$ cat src/logic/bank_select_pkg.sv
// package for the asynchronous memory bank select block
package bank_select_pkg;
  localparam int ADDR_W = 32;
  localparam int BANK_CNT = 4;
  localparam int BANK_SEL_LSB = 26;
  localparam int BANK_SEL_W = 2;
  localparam logic [1:0] BOOT_BANK = 2'h1;
  localparam logic [3:0] SEL_IDLE = 4'hf;
  localparam logic [1:0] PIN_FUNC_FLAG = 2'h0;
  localparam logic [1:0] PIN_FUNC_ALT = 2'h1;
  localparam logic [1:0] PIN_FUNC_BANK = 2'h2;

  typedef struct packed {
    logic valid;
    logic cond_instr;
    logic [ADDR_W-1:0] addr;
  } access_s;

  typedef struct packed {
    logic [1:0] func;
    logic flag_out;
    logic flag_oe;
    logic alt_out;
  } pin_cfg_s;
endpackage

$ cat src/logic/async_memory_bank_select.sv
// bank select decode for the asynchronous external memory interface
`timescale 1ns/1ps
module async_memory_bank_select
  import bank_select_pkg::*;
#(
  parameter int AW = ADDR_W
)
(
  // clock and reset
  input wire logic clk_i,
  input wire logic rst_i,
  input wire logic en_i,
  // access request from core
  input wire access_s access_i,
  input wire logic external_port_boot_i,
  // shared pin configuration
  input wire pin_cfg_s pin2_cfg_i,
  input wire pin_cfg_s pin3_cfg_i,
  // memory pins
  output logic [AW-1:0] addr_o,
  output logic [1:0] async_bank_select_n_o,
  output logic flag2_pin_o,
  output logic flag2_pin_oe_o,
  output logic flag3_pin_o,
  output logic flag3_pin_oe_o
);
  logic [AW-1:0] addr_d;
  logic [AW-1:0] addr_q;
  logic [BANK_CNT-1:0] sel_n_d;
  logic [BANK_CNT-1:0] sel_n_q;
  logic [BANK_SEL_W-1:0] bank;

  always_comb begin
    addr_d = addr_q;
    sel_n_d = sel_n_q;
    bank = access_i.addr[BANK_SEL_LSB +: BANK_SEL_W];
    if (external_port_boot_i) begin
      bank = BOOT_BANK;
    end
    if (en_i) begin
      // condition result deliberately not an input
      if (access_i.valid) begin
        addr_d = access_i.addr;
        sel_n_d = SEL_IDLE;
        sel_n_d[bank] = 1'b0;
      end else begin
        sel_n_d = SEL_IDLE;
      end
    end
  end

  always_ff @(posedge clk_i or posedge rst_i) begin
    if (rst_i) begin
      addr_q <= '0;
      sel_n_q <= SEL_IDLE;
    end else begin
      addr_q <= addr_d;
      sel_n_q <= sel_n_d;
    end
  end

  assign addr_o = addr_q;
  assign async_bank_select_n_o = sel_n_q[1:0];

  shared_pin_mux u_pin2 (
    .clk_i(clk_i),
    .rst_i(rst_i),
    .en_i(en_i),
    .cfg_i(pin2_cfg_i),
    .bank_sel_n_i(sel_n_d[2]),
    .pin_o(flag2_pin_o),
    .pin_oe_o(flag2_pin_oe_o)
  );

  shared_pin_mux u_pin3 (
    .clk_i(clk_i),
    .rst_i(rst_i),
    .en_i(en_i),
    .cfg_i(pin3_cfg_i),
    .bank_sel_n_i(sel_n_d[3]),
    .pin_o(flag3_pin_o),
    .pin_oe_o(flag3_pin_oe_o)
  );

  // checks
  one_hot_sel_a: assert property (@(posedge clk_i) disable iff (rst_i)
    1'b1
    |-> $countones(~sel_n_q) <= 1)
    else $error("more than one bank select active");

  single_sel_a: assert property (@(posedge clk_i) disable iff (rst_i)
    en_i && access_i.valid
    |=> $countones(~sel_n_q) == 1)
    else $error("access without exactly one select");

  idle_high_a: assert property (@(posedge clk_i) disable iff (rst_i)
    en_i && !access_i.valid
    |=> sel_n_q == SEL_IDLE)
    else $error("select active without access");

  bank_decode_a: assert property (@(posedge clk_i) disable iff (rst_i)
    en_i && access_i.valid && !external_port_boot_i
    |=> !sel_n_q[$past(access_i.addr[BANK_SEL_LSB +: BANK_SEL_W])])
    else $error("wrong bank selected");

  addr_with_sel_a: assert property (@(posedge clk_i) disable iff (rst_i)
    en_i && access_i.valid
    |=> addr_q == $past(access_i.addr))
    else $error("address and select not aligned");

  sel_with_addr_a: assert property (@(posedge clk_i) disable iff (rst_i)
    en_i && access_i.valid
    |=> sel_n_q != SEL_IDLE)
    else $error("address moved without a select");

  addr_hold_a: assert property (@(posedge clk_i) disable iff (rst_i)
    en_i && !access_i.valid
    |=> $stable(addr_q))
    else $error("address moved while idle");

  cond_access_a: assert property (@(posedge clk_i) disable iff (rst_i)
    en_i && access_i.valid && access_i.cond_instr
    |=> sel_n_q != SEL_IDLE)
    else $error("conditional access dropped select");

  boot_bank_a: assert property (@(posedge clk_i) disable iff (rst_i)
    en_i && access_i.valid && external_port_boot_i
    |=> async_bank_select_n_o == 2'h1)
    else $error("boot access not on bank 1");

  boot_others_off_a: assert property (@(posedge clk_i) disable iff (rst_i)
    en_i && access_i.valid && external_port_boot_i
    |=> sel_n_q[0] && sel_n_q[2] && sel_n_q[3])
    else $error("boot access selected another bank");

  boot_addr_a: assert property (@(posedge clk_i) disable iff (rst_i)
    en_i && access_i.valid && external_port_boot_i
    |=> addr_q == $past(access_i.addr))
    else $error("boot access lost its address");

  pin2_sel_a: assert property (@(posedge clk_i) disable iff (rst_i)
    en_i && pin2_cfg_i.func == PIN_FUNC_BANK
    |=> flag2_pin_oe_o && flag2_pin_o == sel_n_q[2])
    else $error("bank 2 select not on shared pin");

  pin3_sel_a: assert property (@(posedge clk_i) disable iff (rst_i)
    en_i && pin3_cfg_i.func == PIN_FUNC_BANK
    |=> flag3_pin_oe_o && flag3_pin_o == sel_n_q[3])
    else $error("bank 3 select not on shared pin");

  bank2_pin_low_a: assert property (@(posedge clk_i) disable iff (rst_i)
    en_i && access_i.valid && !external_port_boot_i && pin2_cfg_i.func == PIN_FUNC_BANK
    && access_i.addr[BANK_SEL_LSB +: BANK_SEL_W] == 2'h2 |=> !flag2_pin_o)
    else $error("bank 2 access left shared pin high");

  bank3_pin_low_a: assert property (@(posedge clk_i) disable iff (rst_i)
    en_i && access_i.valid && !external_port_boot_i && pin3_cfg_i.func == PIN_FUNC_BANK
    && access_i.addr[BANK_SEL_LSB +: BANK_SEL_W] == 2'h3 |=> !flag3_pin_o)
    else $error("bank 3 access left shared pin high");

  flag2_idle_a: assert property (@(posedge clk_i) disable iff (rst_i)
    en_i && !access_i.valid && pin2_cfg_i.func == PIN_FUNC_BANK
    |=> flag2_pin_o)
    else $error("bank 2 pin low while idle");

  flag3_idle_a: assert property (@(posedge clk_i) disable iff (rst_i)
    en_i && !access_i.valid && pin3_cfg_i.func == PIN_FUNC_BANK
    |=> flag3_pin_o)
    else $error("bank 3 pin low while idle");

  pin2_alt_a: assert property (@(posedge clk_i) disable iff (rst_i)
    en_i && pin2_cfg_i.func == PIN_FUNC_ALT
    |=> flag2_pin_oe_o && flag2_pin_o == $past(pin2_cfg_i.alt_out))
    else $error("interrupt function not on pin 2");

  pin3_alt_a: assert property (@(posedge clk_i) disable iff (rst_i)
    en_i && pin3_cfg_i.func == PIN_FUNC_ALT
    |=> flag3_pin_oe_o && flag3_pin_o == $past(pin3_cfg_i.alt_out))
    else $error("timer function not on pin 3");

  pin2_flag_a: assert property (@(posedge clk_i) disable iff (rst_i)
    en_i && pin2_cfg_i.func != PIN_FUNC_ALT && pin2_cfg_i.func != PIN_FUNC_BANK
    |=> flag2_pin_o == $past(pin2_cfg_i.flag_out) && flag2_pin_oe_o == $past(pin2_cfg_i.flag_oe))
    else $error("flag function not on pin 2");

  pin3_flag_a: assert property (@(posedge clk_i) disable iff (rst_i)
    en_i && pin3_cfg_i.func != PIN_FUNC_ALT && pin3_cfg_i.func != PIN_FUNC_BANK
    |=> flag3_pin_o == $past(pin3_cfg_i.flag_out) && flag3_pin_oe_o == $past(pin3_cfg_i.flag_oe))
    else $error("flag function not on pin 3");

  freeze_a: assert property (@(posedge clk_i) disable iff (rst_i)
    !en_i
    |=> $stable(sel_n_q) && $stable(addr_q))
    else $error("state changed while disabled");

  pins_freeze_a: assert property (@(posedge clk_i) disable iff (rst_i)
    !en_i
    |=> $stable(flag2_pin_o) && $stable(flag2_pin_oe_o) && $stable(flag3_pin_o) && $stable(flag3_pin_oe_o))
    else $error("shared pins changed while disabled");

  bank0_c: cover property (@(posedge clk_i) disable iff (rst_i)
    !sel_n_q[0]);

  bank3_c: cover property (@(posedge clk_i) disable iff (rst_i)
    !sel_n_q[3] && flag3_pin_oe_o);

  cond_c: cover property (@(posedge clk_i) disable iff (rst_i)
    en_i && access_i.valid && access_i.cond_instr);

  boot_c: cover property (@(posedge clk_i) disable iff (rst_i)
    en_i && access_i.valid && external_port_boot_i);

  back_to_back_c: cover property (@(posedge clk_i) disable iff (rst_i)
    en_i && access_i.valid ##1 en_i && access_i.valid);
endmodule

$ cat src/logic/shared_pin_mux.sv
// alternate function multiplexer for one shared flag pin
`timescale 1ns/1ps
module shared_pin_mux
  import bank_select_pkg::*;
(
  // clock and reset
  input wire logic clk_i,
  input wire logic rst_i,
  input wire logic en_i,
  // function sources
  input wire pin_cfg_s cfg_i,
  input wire logic bank_sel_n_i,
  // pin
  output logic pin_o,
  output logic pin_oe_o
);
  logic pin_d;
  logic pin_q;
  logic oe_d;
  logic oe_q;

  always_comb begin
    pin_d = pin_q;
    oe_d = oe_q;
    if (en_i) begin
      case (cfg_i.func)
        PIN_FUNC_BANK: begin
          pin_d = bank_sel_n_i;
          oe_d = 1'b1;
        end
        PIN_FUNC_ALT: begin
          pin_d = cfg_i.alt_out;
          oe_d = 1'b1;
        end
        default: begin
          pin_d = cfg_i.flag_out;
          oe_d = cfg_i.flag_oe;
        end
      endcase
    end
  end

  always_ff @(posedge clk_i or posedge rst_i) begin
    if (rst_i) begin
      pin_q <= 1'b1;
      oe_q <= 1'b0;
    end else begin
      pin_q <= pin_d;
      oe_q <= oe_d;
    end
  end

  assign pin_o = pin_q;
  assign pin_oe_o = oe_q;
endmodule

$ cat config.mk
export PLATFORM = sky130hd
export DESIGN_NAME = async_memory_bank_select
export DESIGN_NICKNAME = d
export VERILOG_FILES = /design/src/logic/bank_select_pkg.sv /design/src/logic/async_memory_bank_select.sv /design/src/logic/shared_pin_mux.sv
export SDC_FILE = /design/constraint.sdc
export NUM_CORES = 1
export LEC_CHECK = 0
export ABC_CLOCK_PERIOD_IN_PS = 3270
export BUFFER_PORTS_ARGS = -buffer_cell sky130_fd_sc_hd__buf_2
export CAP_MARGIN = 5
export CORE_ASPECT_RATIO = 0.6
export CORE_UTILIZATION = 35
export CTS_BUF_LIST = sky130_fd_sc_hd__clkbuf_2 sky130_fd_sc_hd__clkbuf_4 sky130_fd_sc_hd__clkbuf_8
export DETAILED_ROUTE_END_ITERATION = 8
export SLEW_MARGIN = 15
export SYNTH_ARGS = -nofsm -noshare
export SYNTH_HDL_FRONTEND = slang
export SYNTH_SLANG_ARGS = --single-unit
$ cat constraint.sdc
create_clock -name clk_i -period 3.27 [get_ports clk_i]
set_clock_uncertainty 0.2 [all_clocks]
set_input_delay 0.1635 -clock clk_i [delete_from_list [all_inputs] [get_ports clk_i]]
set_output_delay 0.1635 -clock clk_i [all_outputs]
set_load 0.05 [all_outputs]
==> metrics.md, run 1 <==
| Metric | Value |
|---|---|
| CP delay by family, top | flip-flops |
| Placed instance count | 254 |
| Total congestion overflow | 0 |
| Crit-path cells | buf_2 |
| Crit path kind | reg -> out |
| Hold Violations, Final | 0 |
| Diodes inserted | 0 |
| Global-route wire length before repair | 6240 um |
| Post-synth top cells | dfrtp_1 (34), mux2_4 (27), inv_1 (7), nand2_1 (7) |
| Setup Buffers After CTS | 0 |
| Total Die Area | 5180 sq um |
| P&R area growth vs syn | 52.6% |
| Max Cap Violations | 0 |
| Outcome | finished clean |
| Post-DR wirelength/cell | 12.5 um |
| Initial antenna violation count | 0 |
| # fillers | 384 |
| Core area | 4640 sq um |
| Seq/Total Area, Yosys | 0.558 |
| TritonCTS Sinks | 38 |
| Netlist Area Pre-Place | 1710 sq um |
| Largest cells by area after synthesis | dfrtp_1 (50%), mux2_4 (24%), dfstp_2 (6.1%) |
| DR iter-0 viols | 21 |
| Largest net degree at the start of global routing | 39 |
| Pwr dens | 541 nW/um^2 |
| Post-Synth Adder-Cell Area | 0.0292 |
| Synthesized Nets | 165 |
| Period utilization | 0.442 |
| Met2 Wirelength | 1660 um |
| Die Wd | 92.3 um |
| Mux contribution to synthesized area | 0.263 |
| Largest stage delay on the critical path | 0.54 ns |
| Worst EP arrival | 1.08 ns |
| Final setup vio count | 0 |
| Startpoint types | register |
| Clock network power share | 0.235 |
| CTS H-tree lvls | 2 |
| # DRC | 0 |
| Uppermost layer routed | met4 |
| Nets | 286 |
| Pins Over Slew Limit | 0 |
| Count leader, synth | dfrtp_1 |
| Worst vdd ir | 0.000228 V |
| P_leak | 1.36 nW |
| Met3 routed WL | 229 um |
| Max Fclk | 0.692 GHz |
| Crit. End Element | output port |
| Simple-gate share of the synthesized area | 0.0512 |
| Initial Util | 0.369 |
| Synth cell types | 23 |
| Die Ht | 56.2 um |
| Routed Antenna Nets | 0 |
| Ys flop type | dfrtp_1 |
| Syn. warnings | 0 |
| Layout cell share with drive strength beyond 1 | 0.553 |
| Via density per instance | 4.29 |
| Number of synthesized register bits | 38 |
| GR Util All Layers | 0.157 |
| Syn avg cell area | 15.1 sq um |
| Clock buffer depth | 2 |
| Vias in the first global route | 1,335 |
| Sw Ratio | 0.371 |
| Final non-filler cell total | 298 |
| Slew HR | 0.600 |
| Switch Pwr | 0.524 mW |
| Int Power | 0.890 mW |
| Hpwl dp | 2350 um |
| Synth async-reset ratio | 1.00 |
| Cells after Synth | 113 |
| Final wirelength | 3720 um |
| Root Buffer | clkbuf_8 |
| Buf/Inv on CP | 1 |
| Rows | 19 |
| DR vias | 1,278 |
| Clk slew on worst S/H paths | 0.07 ns |
| XOR/XNOR Fraction of Synth Area | 0 |
| Worst path slowest cell | dfstp_2 |
| Gpl congestion | 0.670 |
| Worst-path fanout max | 2 |
| Compound-cell area share of the yosys netlist | 0.0468 |
| Crit path required time | 2.91 ns |
| Clock Latency Late Sink | 0.28 ns |
| First-pass iteration count of the detailed router | 4 |
| Final TNS setup | 0 ns |
| CTS tree | built |
| Main combinational cell family by area after synthesis | multiplexers |
| Wl on met1 | 1770 um |
| Worst slew pin tran | 0.600 ns |
| PortBufs | 84 |
| Final min period | 1.44 ns |
| CTS buffer count | 5 |
| Unrepaired setup endpoints after global routing | false |
| Synth area leader | dfrtp_1 |
| EDFF count, synth | 0 |
| Hold Crit Class | in -> reg |
| Synth top area share | 0.497 |
| Share of power burned in registers | 0.404 |
| Ports | 86 |
| Combinational group share of total power | 0.361 |
repair_timing:
action / CTS / global route
endpoints found under the hold margin: 69 / 0
gates resized for setup: 0 / 0
hold buffers: 36 / 0
cells by family after synthesis:
group / after synthesis
AO/OA/AOI/OAI: 11
multiplexers: 31
adder cells (fa/ha/maj): 4
buffers and inverters: 14
AND/OR/NAND/NOR: 15
flip-flops: 38
routing by layer:
layer / global-route usage / vias to the layer above
met2: 0.236 / 51
met3: 0.0492 / 7
met1: 0.209 / 590
met4: 0.0647 / 0
li1: - / 630
met5: 0 / -
layout by cell type, fill, tap and decap left out:
cell type / count
dfstp_2: 4
nor2b_1: 1
o31ai_1: 1
nand2b_1: 1
clkbuf_8: 6
dlygate4sd3_1: 36
clkinv_2: 1
mux2_4: 27
buf_4: 1
a41o_1: 1
o22a_1: 4
mux2_2: 4
inv_1: 7
nor3b_2: 1
and4b_1: 1
nand2_1: 7
a21oi_1: 1
nand3b_1: 1
clkinvlp_4: 1
o21ai_0: 2
nor2_1: 2
nand2_4: 1
buf_2: 84
a31oi_1: 2
ha_1: 4
dfrtp_1: 34
state kept, by name (all words and copies together) (netlist names):
name	flops
addr_o	32
sel_n_q	2
u_pin2.pin_o	1
u_pin2.pin_oe_o	1
u_pin3.pin_o	1
u_pin3.pin_oe_o	1
cell type report:
type / count / area [sq um] / share of cell area
Timing Repair Buffer: 121 / 788 / 0.302
Tap cell: 63 / 78.8 / 0.0302
Multi-Input combinational cell: 61 / 668 / 0.256
Clock buffer: 6 / 82.6 / 0.0316
Sequential cell: 38 / 956 / 0.366
Clock inverter: 2 / 12.5 / 0.00479
Inverter: 7 / 26.3 / 0.0101
path summary, 6_finish.rpt:
| check | from | to | slack (ns) | depth (start not counted) |
|---|---|---|---|---|
| worst max-delay path | u_pin2.pin_o | flag2_pin_o | 1.83 | 1 |
| worst min-delay path | pin3_cfg_i[2] | u_pin3.pin_o | 0.03 | 4 |
| worst max register to register | u_pin2.pin_o | u_pin2.pin_o | 2.19 | 3 |
| worst min register to register | addr_o[27] | addr_o[27] | 0.29 | 2 |
| max in group asynchronous | rst_i | sel_n_q[0] | 2.17 | 4 |
| min in group asynchronous | rst_i | addr_o[16] | 0.33 | 4 |
power by group through the flow:
stage	logic (mW)	registers, mW	clock network (mW)
2_1_floorplan	0.136	0.810	0
3_3_place_gp	0.478	0.578	0
3_5_place_dp	0.478	0.579	0
4_1_cts	0.512	0.572	0.346
5_1_grt	0.535	0.582	0.374
6_report	0.510	0.572	0.333
metrics by stage:
step / hold slack [ns] / instance area [sq um] / util / power, mW / setup slack, ns
after floorplan: 0.0895 / 1710 / - / 0.946 / 2.05
after global placement: 0.104 / 2160 / 0.465 / 1.06 / 1.70
after detailed placement: 0.111 / 2160 / 0.465 / 1.06 / 1.68
after CTS: 0.0252 / 2610 / 0.564 / 1.43 / 1.81
after global routing: 0.0497 / 2610 / 0.564 / 1.49 / 1.79
final: 0.0305 / 2610 / 0.564 / 1.41 / 1.83
(Power assumes the default switching activity.)
==> run 2, diff against run 1 <==
--- a/config.mk
+++ b/config.mk
@@ -5,13 +5,14 @@
 export SDC_FILE = /design/constraint.sdc
 export NUM_CORES = 1
 export LEC_CHECK = 0
-export ABC_CLOCK_PERIOD_IN_PS = 3270
+export ABC_CLOCK_PERIOD_IN_PS = 1300
 export BUFFER_PORTS_ARGS = -buffer_cell sky130_fd_sc_hd__buf_2
 export CAP_MARGIN = 5
 export CORE_ASPECT_RATIO = 0.6
 export CORE_UTILIZATION = 35
 export CTS_BUF_LIST = sky130_fd_sc_hd__clkbuf_2 sky130_fd_sc_hd__clkbuf_4 sky130_fd_sc_hd__clkbuf_8
 export DETAILED_ROUTE_END_ITERATION = 8
+export PLACE_DENSITY = 0.66
 export SLEW_MARGIN = 15
 export SYNTH_ARGS = -nofsm -noshare
 export SYNTH_HDL_FRONTEND = slang
==> constraint.sdc (replaced) <==
create_clock -name clk_i -period 1.3 [get_ports clk_i]
set_clock_uncertainty 0.2 [all_clocks]
set_input_delay 0.065 -clock clk_i [delete_from_list [all_inputs] [get_ports clk_i]]
set_output_delay 0.065 -clock clk_i [all_outputs]
set_load 0.05 [all_outputs]
==> run 2 against run 1 <==
Effect of this change: global-route usage increased by 2.1 points; critical path depth rose by 5; core utilization up 2.7 points; sequential share of layout area shrank 1.7 points; sequential cell count unchanged; design area is 4.8% higher; register-to-register slack got worse by 2.0 ns; combinational power grew to 2.6 times the previous value; setup slack got worse by 1.8 ns; largest power group unchanged; power grew to 2.5 times the previous value; critical path type is now in -> reg; routed wire length is 12% higher.
==> metrics.md, run 2 (synthesized netlist as in run 1, its figures left out) <==
| Metric | Value |
|---|---|
| Outcome | finished clean |
| Most frequent cells in the layout | buf_2 (77), dlygate4sd3_1 (40), dfrtp_1 (34) |
| CTS buffer count | 5 (unchanged) |
| Sw Ratio | 0.360 (-0.0103) |
| Unrepaired setup endpoints after global routing | false |
| CP Capture Point | u_pin2.pin_o |
| Int Power | 2.30 mW (+160%) |
| Initial antenna violation count | 0 (unchanged) |
| Final wirelength | 4170 um (+12%) |
| PortBufs | 84 (unchanged) |
| Combinational group share of total power | 0.373 (+0.012) |
| Hold Crit Class | in -> reg |
| Final min period | 1.27 ns |
| Layout cell share with drive strength beyond 1 | 0.550 (-0.00360) |
| First-pass iteration count of the detailed router | 4 (unchanged) |
| Clock buffer depth | 2 (unchanged) |
| Max Cap Violations | 0 (unchanged) |
| Rows | 19 (unchanged) |
| TritonCTS Sinks | 38 (unchanged) |
| R2r worst-path depth | 3 (unchanged) |
| Slew HR | 0.800 (+0.200) |
| Crit. End Element | register |
| Worst-path fanout max | 12 (+10) |
| Worst vdd ir | 0.000686 V (+200%) |
| GR Util All Layers | 0.178 (+0.0211) |
| R2r setup slk | 0.21 ns (-1.98 ns) |
| Global-route wire length before repair | 7020 um (+13%) |
| Hpwl dp | 2720 um (+16%) |
| Final TNS setup | 0 ns (unchanged) |
| Vias in the first global route | 1,496 (+12%) |
| Nets | 293 (+2.4%) |
| Hold Violations, Final | 0 (unchanged) |
| Core area | 4640 sq um (unchanged) |
| Clk slew on worst S/H paths | 0.07 ns (about the same) |
| DR iter-0 viols | 29 (+38%) |
| Hold slack | 0.0402 ns (+0.00966 ns) |
| Worst slew pin tran | 0.300 ns (-0.300 ns) |
| CTS tree | built |
| Largest net degree at the start of global routing | 24 (-38%) |
| FF-to-FF Start | u_pin2.pin_o |
| Die Wd | 92.3 um (unchanged) |
| Final setup vio count | 0 (unchanged) |
| Period utilization | 0.979 |
| P_leak | 1.42 nW (+5.0%) |
| Die Ht | 56.2 um (unchanged) |
| Startpoint types | input pin |
| Switch Pwr | 1.29 mW (+150%) |
| Pins Over Slew Limit | 0 (unchanged) |
| Via density per instance | 4.35 (+1.5%) |
| # DRC | 0 (unchanged) |
| Worst EP arrival | 1.28 ns (+0.20 ns) |
| Max Fclk | 0.786 GHz |
| Root Buffer | clkbuf_8 |
| CP Launch Point | en_i |
| Clock network power share | 0.224 (-0.011) |
| Clock Latency Late Sink | 0.27 ns (about the same) |
| Total congestion overflow | 0 (unchanged) |
| Initial Util | 0.369 (unchanged) |
| Share of power burned in registers | 0.403 (about the same) |
| Pwr dens | 1310 nW/um^2 (+140%) |
| Routed Antenna Nets | 0 (unchanged) |
| Post-DR wirelength/cell | 13.7 um (+9.6%) |
| P&R area growth vs syn | 60.0% |
| DR vias | 1,328 (+3.9%) |
| Commonest non-fill, non-tap cell in the layout | buf_2 |
| Crit path required time | 1.31 ns (-1.60 ns) |
| Gpl congestion | 0.793 (+18%) |
| Diodes inserted | 0 (unchanged) |
| Max reg flops | 32 (unchanged) |
| CTS H-tree lvls | 2 (unchanged) |
| Worst flop-to-flop path endpoint | u_pin2.pin_o |
| Crit path kind | in -> reg |
| Total Die Area | 5180 sq um (unchanged) |
| Ports | 86 (unchanged) |
-- run 2: cell type report --
| cell class | instances | area (sq um) |
|---|---|---|
| clock buffers | 8 | 91.3 |
| fillers | 357 | 1900 |
| inverters | 7 | 26.3 |
| well taps | 63 | 78.8 |
| flip-flops and latches | 38 | 956 |
| multi-input cells | 61 | 673 |
| repair buffers | 128 | 913 |
-- run 2: timing repair --
| action | CTS | global route |
|---|---|---|
| hold buffers | 41 | 0 |
| endpoints found under the setup margin | 4 | 5 |
| setup buffers | 0 | 1 |
| hold endpoints to repair | 76 | 0 |
| pin swaps | 0 | 5 |
| resized for setup | 4 | 6 |
-- run 2: stage by stage --
step                cells   util  setup WS, ns  power, mW  cell area [sq um]
floorplan             113      -        0.0753       2.38               1710
global placement      258  0.477        0.0513       2.67               2210
detailed placement    258  0.477        0.0289       2.69               2210
CTS                   307  0.588        0.0137       3.62               2720
global route          305  0.591       0.00185       3.77               2740
finish                305  0.591        0.0273       3.59               2740
-- run 2: worst min-delay path by stage --
| stage | startpoint | endpoint | slack (ns) | cells past startpoint |
|---|---|---|---|---|
| 2_1_floorplan | pin2_cfg_i[1] | u_pin2.pin_oe_o | -0.009 | 1 |
| 3_3_place_gp | rst_i | addr_o[9] | -0.1 | 3 |
| 3_5_place_dp | rst_i | addr_o[9] | -0.1 | 3 |
| 4_1_cts | pin2_cfg_i[0] | u_pin2.pin_o | 0.04 | 4 |
| 5_1_grt | pin2_cfg_i[0] | u_pin2.pin_o | 0.06 | 4 |
| 6_report | external_port_boot_i | sel_n_q[1] | 0.04 | 3 |
-- run 2: per-layer routing --
| layer | vias to the layer above | GRT usage | share of wire |
|---|---|---|---|
| met1 | 629 | 0.210 | 0.43 |
| li1 | 646 | - | - |
| met3 | 6 | 0.0519 | 0.054 |
| met5 | - | 0 | 0 |
| met4 | 0 | 0.0580 | 0.017 |
| met2 | 47 | 0.311 | 0.49 |
-- run 2: power by group through the flow --
stage / Combinational [mW] / Sequential (mW) / Clock [mW]
finish: 1.34 / 1.45 / 0.804
global route: 1.40 / 1.47 / 0.910
CTS: 1.33 / 1.44 / 0.849
detailed placement: 1.23 / 1.46 / 0
global placement: 1.22 / 1.45 / 0
floorplan: 0.342 / 2.04 / 0
-- run 2: critical path, stage by stage --
cell           delay [ns]
buf_2                0.12
dlygate4sd3_1        0.56
buf_6                0.15
nor2_1               0.11
a31oi_1              0.05
a41o_1               0.21
